===== src/design/spmc_pkg.sv =====
// Purpose: shared constants and types for the sleep mode power controller
// Assumes: one 20 MHz reference clock
// Notes: mode codes are held in a three bit field
package spmc_pkg;

    localparam int SPMC_MODE_W = 3;
    localparam int SPMC_NUM_PERIPH = 8;
    localparam int SPMC_CLK_MHZ = 20;
    // oscillator restart settle time, in ns
    localparam int SPMC_WAKE_SETTLE_NS = 200;
    localparam int SPMC_WAKE_CYCLES =
        (SPMC_WAKE_SETTLE_NS * SPMC_CLK_MHZ + 999) / 1000;
    localparam logic [SPMC_NUM_PERIPH-1:0] SPMC_PERIPH_RESET = 8'hFF;

    typedef enum logic [SPMC_MODE_W-1:0] {
        SPMC_IDLE = 3'h0,
        SPMC_PDOWN = 3'h2,
        SPMC_PSAVE = 3'h3,
        SPMC_STDBY = 3'h6,
        SPMC_ESTDBY = 3'h7
    } spmc_mode_e;

    typedef enum logic [1:0] {
        SPMC_ST_ACTIVE = 2'h0,
        SPMC_ST_SLEEP = 2'h1,
        SPMC_ST_WAKE = 2'h2
    } spmc_state_e;

endpackage


===== src/design/spmc_gate_if.sv =====
// Purpose: carries the clock gating decision to the gate module
// Assumes: single clock domain
// Notes: enables are active high
`timescale 1ns/1ps
`default_nettype none
interface spmc_gate_if;
    logic cpu_run;
    logic periph_run;
    logic main_osc_run;
    logic xtal_run;
    logic rtc_run;
    modport ctrl (output cpu_run, periph_run, main_osc_run, xtal_run,
                  rtc_run);
    modport gate (input cpu_run, periph_run, main_osc_run, xtal_run,
                  rtc_run);
endinterface
`default_nettype wire


===== src/design/spmc_top.sv =====
// Purpose: sleep mode power controller, picks which clocks run per mode
// Assumes: serial and pin change wake pins are asynchronous, all other inputs on REF_CLK
// Notes: sleep is entered by a one cycle SLEEP_REQ with SLEEP_MODE
`timescale 1ns/1ps
`default_nettype none
module spmc_top
    import spmc_pkg::*;
#(
    parameter int NUM_PERIPH = SPMC_NUM_PERIPH
)(
    input wire logic REF_CLK,
    input wire logic RST_N,
    input wire logic SLEEP_REQ,
    input wire logic [SPMC_MODE_W-1:0] SLEEP_MODE,
    input wire logic [NUM_PERIPH-1:0] PERIPH_ON,
    input wire logic IRQ_WAKE,
    input wire logic RTC_WAKE,
    input wire logic TWO_WIRE_SERIAL_INTERFACE_WAKE,
    input wire logic PIN_CHANGE_WAKE,
    output logic CPU_CLK_EN,
    output logic MAIN_OSC_EN,
    output logic XTAL_EN,
    output logic RTC_EN,
    output logic [NUM_PERIPH-1:0] PERIPH_CLK_EN,
    output logic SLEEPING,
    output logic [SPMC_MODE_W-1:0] ACTIVE_MODE,
    output logic MODE_ERR
);
    if (NUM_PERIPH < 1 || NUM_PERIPH > SPMC_NUM_PERIPH)
    begin : g_bad_periph
        $error("NUM_PERIPH out of range");
    end

    spmc_gate_if gif();
    spmc_state_e state;
    spmc_state_e next_state;
    spmc_mode_e mode;
    spmc_mode_e next_mode;
    logic [7:0] wake_cnt;
    logic twi_s1, twi_s2, pin_s1, pin_s2;
    logic wake;
    logic mode_ok;

    // asynchronous wake pins
    always_ff @(posedge REF_CLK or negedge RST_N)
    begin
        if (!RST_N)
        begin
            twi_s1 <= 1'b0;
            twi_s2 <= 1'b0;
            pin_s1 <= 1'b0;
            pin_s2 <= 1'b0;
        end
        else
        begin
            twi_s1 <= TWO_WIRE_SERIAL_INTERFACE_WAKE;
            twi_s2 <= twi_s1;
            pin_s1 <= PIN_CHANGE_WAKE;
            pin_s2 <= pin_s1;
        end
    end

    always_comb
    begin
        case (SLEEP_MODE)
            SPMC_IDLE, SPMC_PDOWN, SPMC_PSAVE, SPMC_STDBY, SPMC_ESTDBY:
                mode_ok = 1'b1;
            default:
                mode_ok = 1'b0;
        endcase
    end

    // wake sources allowed per mode
    always_comb
    begin
        case (mode)
            SPMC_IDLE:
                wake = IRQ_WAKE | RTC_WAKE | twi_s2 | pin_s2;
            SPMC_PSAVE, SPMC_ESTDBY:
                wake = RTC_WAKE | twi_s2 | pin_s2;
            default:
                wake = twi_s2 | pin_s2;
        endcase
    end

    always_comb
    begin
        next_state = state;
        case (state)
            SPMC_ST_ACTIVE:
                if (SLEEP_REQ && mode_ok)
                    next_state = SPMC_ST_SLEEP;
            SPMC_ST_SLEEP:
                if (wake)
                    next_state = SPMC_ST_WAKE;
            SPMC_ST_WAKE:
                if (wake_cnt == 8'h00)
                    next_state = SPMC_ST_ACTIVE;
            default:
                next_state = SPMC_ST_ACTIVE;
        endcase
    end

    always_ff @(posedge REF_CLK or negedge RST_N)
    begin
        if (!RST_N)
            state <= SPMC_ST_ACTIVE;
        else
            state <= next_state;
    end

    always_ff @(posedge REF_CLK or negedge RST_N)
    begin
        if (!RST_N)
            mode <= SPMC_IDLE;
        else
            mode <= next_mode;
    end

    // mode being taken this cycle, so outputs can register it at once
    always_comb
    begin
        next_mode = mode;
        if (state == SPMC_ST_ACTIVE && SLEEP_REQ && mode_ok)
            next_mode = spmc_mode_e'(SLEEP_MODE);
    end

    // oscillator settle count on the way out of sleep
    always_ff @(posedge REF_CLK or negedge RST_N)
    begin
        if (!RST_N)
            wake_cnt <= 8'h00;
        else if (state == SPMC_ST_SLEEP)
            wake_cnt <= 8'(SPMC_WAKE_CYCLES - 1);
        else if (wake_cnt != 8'h00)
            wake_cnt <= wake_cnt - 8'h01;
    end

    always_ff @(posedge REF_CLK or negedge RST_N)
    begin
        if (!RST_N)
            MODE_ERR <= 1'b0;
        else if (SLEEP_REQ && state == SPMC_ST_ACTIVE)
            MODE_ERR <= !mode_ok;
    end

    // decided on next state so enables register with SLEEPING
    // wake state restarts all clocks but the cpu
    always_comb
    begin
        gif.cpu_run = (next_state == SPMC_ST_ACTIVE);
        gif.periph_run = 1'b1;
        gif.main_osc_run = 1'b1;
        gif.xtal_run = 1'b1;
        gif.rtc_run = 1'b1;
        if (next_state == SPMC_ST_SLEEP)
        begin
            case (next_mode)
                SPMC_IDLE:
                begin
                    gif.cpu_run = 1'b0;
                end
                SPMC_PDOWN:
                begin
                    gif.periph_run = 1'b0;
                    gif.main_osc_run = 1'b0;
                    gif.xtal_run = 1'b0;
                    gif.rtc_run = 1'b0;
                end
                SPMC_PSAVE:
                begin
                    gif.periph_run = 1'b0;
                    gif.main_osc_run = 1'b0;
                    gif.xtal_run = 1'b0;
                    gif.rtc_run = 1'b1;
                end
                SPMC_STDBY:
                begin
                    gif.periph_run = 1'b0;
                    gif.main_osc_run = 1'b0;
                    gif.xtal_run = 1'b1;
                    gif.rtc_run = 1'b0;
                end
                SPMC_ESTDBY:
                begin
                    gif.periph_run = 1'b0;
                    gif.main_osc_run = 1'b1;
                    gif.xtal_run = 1'b0;
                    gif.rtc_run = 1'b1;
                end
                default:
                begin
                    gif.cpu_run = 1'b0;
                end
            endcase
        end
    end

    spmc_gate #(
        .NUM_PERIPH(NUM_PERIPH)
    ) u_gate (
        .clk(REF_CLK),
        .rst_n(RST_N),
        .g(gif.gate),
        .periph_on(PERIPH_ON),
        .cpu_en(CPU_CLK_EN),
        .main_osc_en(MAIN_OSC_EN),
        .xtal_en(XTAL_EN),
        .rtc_en(RTC_EN),
        .periph_en(PERIPH_CLK_EN)
    );

    always_ff @(posedge REF_CLK or negedge RST_N)
    begin
        if (!RST_N)
        begin
            SLEEPING <= 1'b0;
            ACTIVE_MODE <= SPMC_IDLE;
        end
        else
        begin
            SLEEPING <= (next_state != SPMC_ST_ACTIVE);
            ACTIVE_MODE <= next_mode;
        end
    end
endmodule
`default_nettype wire


===== src/design/spmc_gate.sv =====
// Purpose: registered clock enable outputs per function and peripheral
// Assumes: enables from the controller are synchronous to REF_CLK
// Notes: one enable per peripheral combines the global and local request
`timescale 1ns/1ps
`default_nettype none
module spmc_gate
    import spmc_pkg::*;
#(
    parameter int NUM_PERIPH = SPMC_NUM_PERIPH
)(
    input wire logic clk,
    input wire logic rst_n,
    spmc_gate_if.gate g,
    input wire logic [NUM_PERIPH-1:0] periph_on,
    output logic cpu_en,
    output logic main_osc_en,
    output logic xtal_en,
    output logic rtc_en,
    output logic [NUM_PERIPH-1:0] periph_en
);
    if (NUM_PERIPH < 1 || NUM_PERIPH > SPMC_NUM_PERIPH)
    begin : g_bad_periph
        $error("NUM_PERIPH out of range");
    end

    always_ff @(posedge clk or negedge rst_n)
    begin
        if (!rst_n)
        begin
            cpu_en <= 1'b1;
            main_osc_en <= 1'b1;
            xtal_en <= 1'b1;
            rtc_en <= 1'b1;
            periph_en <= SPMC_PERIPH_RESET[NUM_PERIPH-1:0];
        end
        else
        begin
            cpu_en <= g.cpu_run;
            main_osc_en <= g.main_osc_run;
            xtal_en <= g.xtal_run;
            rtc_en <= g.rtc_run;
            periph_en <= {NUM_PERIPH{g.periph_run}} & periph_on;
        end
    end
endmodule
`default_nettype wire


===== config.mk =====
export PLATFORM = sky130hd
export DESIGN_NAME = spmc_top
export DESIGN_NICKNAME = d
export VERILOG_FILES = /design/src/design/spmc_pkg.sv /design/src/design/spmc_gate_if.sv /design/src/design/spmc_top.sv /design/src/design/spmc_gate.sv
export SDC_FILE = /design/constraint.sdc
export NUM_CORES = 1
export LEC_CHECK = 0
export BUFFER_PORTS_ARGS = -buffer_cell sky130_fd_sc_hd__buf_4
export CAP_MARGIN = 20
export CORE_MARGIN = 1.5
export CORE_UTILIZATION = 50
export DETAILED_ROUTE_END_ITERATION = 7
export PLACE_DENSITY = 0.75
export SYNTH_ARGS = -nofsm -noshare
export SYNTH_HDL_FRONTEND = slang
export SYNTH_SLANG_ARGS = --single-unit

===== constraint.sdc =====
create_clock -name REF_CLK -period 2.35 [get_ports REF_CLK]
set_input_delay 0.1175 -clock REF_CLK [delete_from_list [all_inputs] [get_ports REF_CLK]]
set_output_delay 0.1175 -clock REF_CLK [all_outputs]
set_load 0.005 [all_outputs]

==> metrics.md, run 1 <==
| Metric | Value |
|---|---|
| Run status | completed |
| Critical path's most frequent cell | or3b_1 |
| DRT antenna net count | 0 |
| RSZ-0062 raised after global routing | no |
| Slowest-stage cell, CP | or3b_1 |
| Die Y | 53.1 microns |
| Power Density | 1070 nW/um^2 |
| Avg Inst Size Synth | 11.7 sq um |
| N_diodes | 0 |
| Final cycle utilization of the critical path | roughly nine tenths |
| H-Tree Depth | 2 |
| Final worst path period need | 2.08 ns |
| CP cell instances | inv_1, ha_1, or3b_1, or3b_1, mux2_4, nand2_2 |
| First-pass GRT wire length | 4480 microns |
| DIE AREA | about 2800 sq um |
| Fin. Hold Viols | 0 |
| Synth warn | 0 |
| Final setup fails | 0 |
| DRT iter0 DRCs | 25 |
| WL met2 | ~1500 microns |
| DR vias/cell | 5.31 |
| Layout net count | roughly 180 |
| Lkg Pwr | approximately 0.81 nW |
| Tightest Pin Transition | 0.483 ns |
| Cts bufs inserted | 5 |
| Commonest cells in the netlist | dfrtp_1, dfstp_2, nor2_1 |
| Ratio of cells with drive above 1 in the final layout | 35.8% |
| Starting Density | 54.5% |
| Cell area after synthesis | between 1000 and 1500 sq um |
| Vias in the first global route | just under 1000 |
| Post-synth top area share | 38.0% |
| Drt total wl | 2800 microns |
| Largest net degree at the start of global routing | 32 |
| Clock transition at path regs | approximately 0.1 ns |
| Synthesized Nets | 126 |
| CTS Buffer Depth | 2 |
| CP endpoint kind | flip-flop |
| Area leader, netlist | dfrtp_1 |
| #FFs+latches synth | 31 |
| CP Launch Type | flip-flop |
| Final worst slack | 0.266 ns |
| WL/cell | 15.0 microns |
| Final Slew Violations | 0 |
| Seq/Total Area, Yosys | 63.1% |
| Clock network latency to the later pin of the worst-skew pair | 0.33 ns |
| Peak supply drop | 0.686 mV |
| Async set or reset register ratio after synthesis | 100% |
| I/O Buffers | 34 |
| Number of synthesized flops with an enable pin | 0 |
| Unique masters post-synth | 31 |
| Post-DP HPWL | 1820 microns |
| Synth area leaders | dfrtp_1, dfstp_2, a21boi_0 |
| Placer Congestion | 0.831 |
| CP delay by family, top | simple AND/OR/NAND/NOR gates |
| Initial antenna violation count | 0 |
| Critical Path RT | 2.63 ns |
| Max Clk Rate | 0.480 GHz |
| Top sig layer | met4 |
| Hold Path Class | in2reg |
| Chip Width | 53.1 microns |
| Core area | between 2000 and 2500 sq um |
| CTS tree | built |
| Wire length on met1 | 1150 microns |
| Drc violations | 0 |
| Most used DFF post-synth | dfrtp_1 |
| Post CTS Setup Buffer Count | 0 |
| Max Clock Skew | 0.00993 ns |
| Met3 WL | 152 microns |
| Arrival time worst endpoint | 2.36 ns |
| Clock sink total | 31 |
| TritonRoute pass-1 iters | 4 |
| Io pins | 35 |
| Total GRT Usage | 23.8% |
| Worst slew margin | 66.9% |
| Vias | 993 |
| Worst Path Max Fanout | 5 |
| Max-cap violations | 0 |
| Clk root buf | clkbuf_4 |
| Congestion Overflow GR | 0 |
| Setup TNS | 0 ns |
| Cell Rows | 17 |
| Post-cts resize count | 0 |
| Buf/Inv on CP | 1 |
| Mapped Cells | 107 |
| Dpl ws | 0.299 ns |
| Area delta synth->final | 36.9% |
| Critical Path Max Stage Delay | around 0.50 ns |
| CP Class | reg2reg |
| Cell with the most instances after synthesis | dfrtp_1 |
## through the flow
| stage | cells | power, mW | cell area [sq um] | hold slack [ns] | util (%) |
|---|---|---|---|---|---|
| 2_1_floorplan | 107 | 1.24 | 1250 | -0.178 | - |
| 3_3_place_gp | 167 | 1.48 | 1540 | 0.0582 | 67.0 |
| 3_5_place_dp | 167 | 1.52 | 1540 | 0.0625 | 67.0 |
| 4_1_cts | 185 | 1.83 | 1690 | 0.00184 | 73.7 |
| 5_1_grt | 187 | 1.97 | 1710 | 0.105 | 74.6 |
| 6_report | 187 | 1.83 | 1710 | 0.0939 | 74.6 |
## worst min-delay path: stages
cell and delay, ns:
buf_4 0.11, nand2_1 0.07, o31ai_1 0.08
## flip-flops by register name, indices dropped and copies added, names as in the netlist
register            count
twi_s2                  1
SLEEPING                1
u_gate.main_osc_en      1
twi_s1                  1
ACTIVE_MODE             3
MODE_ERR                1
u_gate.rtc_en           1
pin_s2                  1
state                   2
u_gate.periph_en        8
u_gate.cpu_en           1
pin_s1                  1
wake_cnt                8
u_gate.xtal_en          1
## cell families after synthesis
kind of cell    Yosys count  synth area share [%]
buf+inv                   9                  2.90
xor+xnor                  2                  1.40
simple gates             37                  15.2
fa+ha+maj                 1                 0.999
compound gates           23                  12.8
flops                    31                  63.1
mux                       4                  3.60
## layout make-up
class	instances	area, sq um
inverter	5	18.8
multi-input combinational	67	425
sequential	31	791
timing repair buffer	48	390
tap	28	35.0
fill	179	583
clock inverter	2	12.5
clock buffer	6	41.3
## power by group
part	internal (mW)	switching [mW]	total [mW]
Clock	0.115	0.181	0.296
Combinational	0.349	0.323	0.672
Sequential	0.731	0.127	0.858
## worst paths after layout
kind / endpoint / cells after the start / slack (ns) / from
max in group asynchronous: u_gate.main_osc_en / 2 / 1.80 / RST_N
min in group asynchronous: SLEEPING / 2 / 0.24 / RST_N
worst max-delay path: wake_cnt[1] / 6 / 0.27 / wake_cnt[0]
worst max register to register: wake_cnt[1] / 6 / 0.27 / wake_cnt[0]
worst min register to register: twi_s2 / 0 / 0.36 / twi_s1
worst min-delay path: MODE_ERR / 3 / 0.09 / SLEEP_REQ
## metal layers
metal,track usage (%),up-vias
met2,39.8,34
met1,26.3,484
met5,0,-
met4,12.4,0
met3,8.76,4
li1,-,471
## layout by cell type, fill, tap and decap left out, types with 2 or more instances in the layout
cell type,n
nand2b_1,2
nor3_1,4
dfrtp_1,19
a21boi_0,8
xnor2_1,2
a21oi_1,5
or3b_1,2
nand2_1,7
buf_4,36
inv_1,5
mux2i_1,3
dfstp_2,12
o211ai_1,2
o21ai_0,2
nand3b_1,3
clkbuf_4,5
nor2b_1,2
nor2_1,10
dlygate4sd3_1,12
nand3_1,3
## what timing repair did
action,in CTS,in global routing
hold buffers,10,2
hold endpoints to repair,40,2
endpoints found under the setup margin,0,0
Power figures use the tool's default switching activity.
==> run 2, diff against run 1 <==
--- a/config.mk
+++ b/config.mk
@@ -5,10 +5,11 @@
 export SDC_FILE = /design/constraint.sdc
 export NUM_CORES = 1
 export LEC_CHECK = 0
+export ABC_AREA = 1
 export BUFFER_PORTS_ARGS = -buffer_cell sky130_fd_sc_hd__buf_4
 export CAP_MARGIN = 20
 export CORE_MARGIN = 1.5
-export CORE_UTILIZATION = 50
+export CORE_UTILIZATION = 51
 export DETAILED_ROUTE_END_ITERATION = 7
 export PLACE_DENSITY = 0.75
 export SYNTH_ARGS = -nofsm -noshare
==> run 2 against run 1 <==
Effect of this change:
- hold slack worse by 0.042 ns
- register-to-register slack improved by 0.64 ns
- wire length is 7.6% lower
- maximum frequency grew 44%
- die area increased by 6.7%
- clock-buffer cell count up 1
- clock power grew 11%
- area after synthesis rose by 9.3%
- flip-flop and latch count unchanged
- clock skew grew 0.0048 ns
- critical endpoint is now u_gate.periph_en[7]
- highest routed layer unchanged
==> metrics.md, run 2 <==
| Metric | Value |
|---|---|
| Post-DP HPWL | 1740 microns (-4.4%) |
| DRT iter0 DRCs | 10 (-60%) |
| Die Y | 54.8 microns (+3.3%) |
| Most used DFF post-synth | dfrtp_1 |
| Cts bufs inserted | 5 (unchanged) |
| DRT antenna net count | 0 (unchanged) |
| Critical Path Max Stage Delay | 0.59 ns (+0.09 ns) |
| CP delay by family, top | compound AO/OA/AOI/OAI gates |
| Psw | 0.741 mW (+17%) |
| Total GRT Usage | 20.4% (-3.4 points) |
| Setup TNS | 0 ns (unchanged) |
| Worst slew margin | 51.0% (-16 points) |
| DR vias/cell | 4.79 (-9.9%) |
| N_diodes | 0 (unchanged) |
| Core area | 2500 sq um (+8.8%) |
| Synthesized Nets | 148 (+17%) |
| Tightest Pin Transition | 0.734 ns (+0.251 ns) |
| H-Tree Depth | 2 (unchanged) |
| Worst Path Max Fanout | 12 (+7) |
| FF-to-FF Start | state[1] |
| Run status | completed |
| Slowest-stage cell, CP | o21ai_2 |
| Cell Rows | 18 (+1) |
| Final worst slack | 0.902 ns (+0.636 ns) |
| Final cycle utilization of the critical path | 61.6% (-27 points) |
| Placed insts | 191 (+14%) |
| Area delta synth->final | 31.5% |
| Final setup fails | 0 (unchanged) |
| Peak supply drop | 0.752 mV (+9.7%) |
| Clock sink total | 31 (unchanged) |
| Finished Cell Area | 1800 sq um (+5.0%) |
| Avg Inst Size Synth | 10.6 sq um (-9.3%) |
| Power Density | 1080 nW/um^2 (+1.1%) |
| Post-route insts no fill | 210 (+12%) |
| Switch share | 38.2% (+3.7 points) |
| Critical Path RT | 2.59 ns (-0.04 ns) |
| Most common cell after layout, fill and taps aside | buf_4 |
| CP cell instances | inv_2, nand3_2, o21ai_2, a21oi_1 |
| Clock network fraction of total power | 16.9% (+0.7 points) |
| Sequential share of power | 42.9% (-4.1 points) |
| Commonest cells in the netlist | inv_1, dfrtp_1, nand2_1 |
| Vias | 1005 (+1.2%) |
| Cell with the most instances after synthesis | inv_1 |
| Clock network latency to the later pin of the worst-skew pair | 0.34 ns (about the same) |
| Critical Path Stages | 4 (-2) |
| Placer Congestion | 0.710 (-15%) |
| CP Class | reg2reg |
| #FFs+latches synth | 31 (unchanged) |
| Ratio of cells with drive above 1 in the final layout | 45.0% (+9.2 points) |
| Post-synth top area share | 34.7% (-3.2 points) |
| Io pins | 35 (unchanged) |
| Cell area after synthesis | 1370 sq um (+9.3%) |
| Max Clk Rate | 0.691 GHz (+44%) |
| Starting Density | 54.8% (+0.23 points) |
| Post-cts resize count | 0 (unchanged) |
| Synth warn | 0 (unchanged) |
| Async set or reset register ratio after synthesis | 100% (unchanged) |
| RSZ-0062 raised after global routing | no |
| Fin. Hold Viols | 0 (unchanged) |
| CP Launch Point | state[1] |
| Initial antenna violation count | 0 (unchanged) |
| Dpl ws | 0.894 ns (+0.596 ns) |
| Drt total wl | 2590 microns (-7.6%) |
| Commonest non-fill, non-tap cells in the layout | buf_4, inv_1, dfrtp_1 |
| Lkg Pwr | 0.897 nW (+11%) |
| I/O Buffers | 34 (unchanged) |
| Reg2reg path depth | 4 (-2) |
| Seq/Total Area, Yosys | 57.8% (-5.4 points) |
| WHS | 0.0519 ns (-0.0420 ns) |
| Chip Width | 54.8 microns (+3.3%) |
| DIE AREA | 3000 sq um (+6.7%) |
| Congestion Overflow GR | 0 (unchanged) |
| Vias in the first global route | 970 (-1.0%) |
| Number of synthesized flops with an enable pin | 0 (unchanged) |
| Hold Path Class | in2reg |
| Max Clock Skew | 0.0147 ns (+0.00478 ns) |
| Total Power | 1.94 mW (+6.2%) |
| CTS tree | built |
| Clock transition at path regs | 0.11 ns (about the same) |
| Area leader, netlist | dfrtp_1 |
| Layout net count | 198 (+12%) |
| First-pass GRT wire length | 4140 microns (-7.5%) |
| Internal power | 1.20 mW (+0.29%) |
| TritonRoute pass-1 iters | 4 (unchanged) |
| Comb pwr share | 40.2% (+3.4 points) |
| Unique masters post-synth | 24 (-23%) |
| CP Launch Type | flip-flop |
| Largest net degree at the start of global routing | 32 (unchanged) |
| R2R Setup Slk | 0.90 ns (+0.64 ns) |
| Buf/Inv on CP | 1 (unchanged) |
| Max-cap violations | 0 (unchanged) |
| Final Slew Violations | 0 (unchanged) |
| Drc violations | 0 (unchanged) |
| Clk root buf | clkbuf_4 |
| WL/cell | 12.3 microns (-18%) |
| Final core utilization | 72.0% (-2.6 points) |
| CP endpoint kind | flip-flop |
| Final worst path period need | 1.45 ns (-0.636 ns) |
| Arrival time worst endpoint | 1.69 ns (-0.67 ns) |
| Largest regs | u_gate.periph_en: 8 flops, wake_cnt: 8 flops, ACTIVE_MODE: 3 flops |
| Synth area leaders | dfrtp_1, dfstp_2, inv_1 |
| WHS Path Cells | 3 (unchanged) |
| Crit path capture | u_gate.periph_en[7] |
| RR Endpoint | u_gate.periph_en[7] |
| Dpl cell area | 1630 sq um (+5.8%) |
| CTS Buffer Depth | 2 (unchanged) |
| Mapped Cells | 129 (+21%) |
| Worst Min Path Start | SLEEP_MODE[0] |
==> run 2: cell count changes after synthesis, moves of 4 or more <==
cell	previous run	this run
inv_1	5	20
a21boi_0	8	0
nand2_1	7	15
a21oi_2	0	7
nand3_2	0	5
inv_2	0	4
==> run 2: area by class of cell <==
cell class / instances / area [sq um]
clock buffer: 7 / 55.1
clock inverter: 1 / 5.00
fill: 209 / 699
inverter: 24 / 90.1
multi-input combinational: 72 / 457
sequential: 31 / 791
tap: 30 / 37.5
timing repair buffer: 45 / 365
==> run 2: kinds of logic after synthesis <==
family / synth area share (%)
AOI/OAI and AO/OA: 11.0
adders and majority gates: 0.914
and+or+nand+nor: 19.6
DFF: 57.8
buffers and inverters: 8.87
xor gates and xnor gates: 1.92
==> run 2: worst min-delay path by stage <==
stage,end,slack (ns)
final,u_gate.rtc_en,0.05
after detailed placement,wake_cnt[3],0.06
after global placement,wake_cnt[2],0.06
after CTS,u_gate.rtc_en,0.04
after global routing,u_gate.rtc_en,0.05
after floorplan,ACTIVE_MODE[0],-0.18
==> run 2: metal layers <==
| metal | share of wire (%) | track usage [%] |
|---|---|---|
| met1 | 42 | 22.7 |
| met2 | 52 | 35.3 |
| met3 | 5.0 | 7.10 |
| met4 | 1.1 | 7.92 |
| met5 | 0 | 0 |
==> run 2: worst reg2reg max path, delay by kind of cell (launching register included) <==
kind	cells	cell delay, ns
flops	1	0.41
buf+inv	1	0.08
compound gates	2	0.76
simple gates	1	0.10
==> run 2: repair_timing <==
item | CTS | global route
hold buffers | 11 | 0
endpoints found under the hold margin | 32 | 0
setup buffers | 0 | 0
==> run 2: power by group through the flow <==
stage / Clock [mW] / Sequential [mW] / Combinational (mW)
finish: 0.329 / 0.832 / 0.779
global route: 0.361 / 0.857 / 0.876
CTS: 0.333 / 0.832 / 0.787
detailed placement: 0 / 0.840 / 0.770
global placement: 0 / 0.834 / 0.751
floorplan: 0 / 0.831 / 0.553
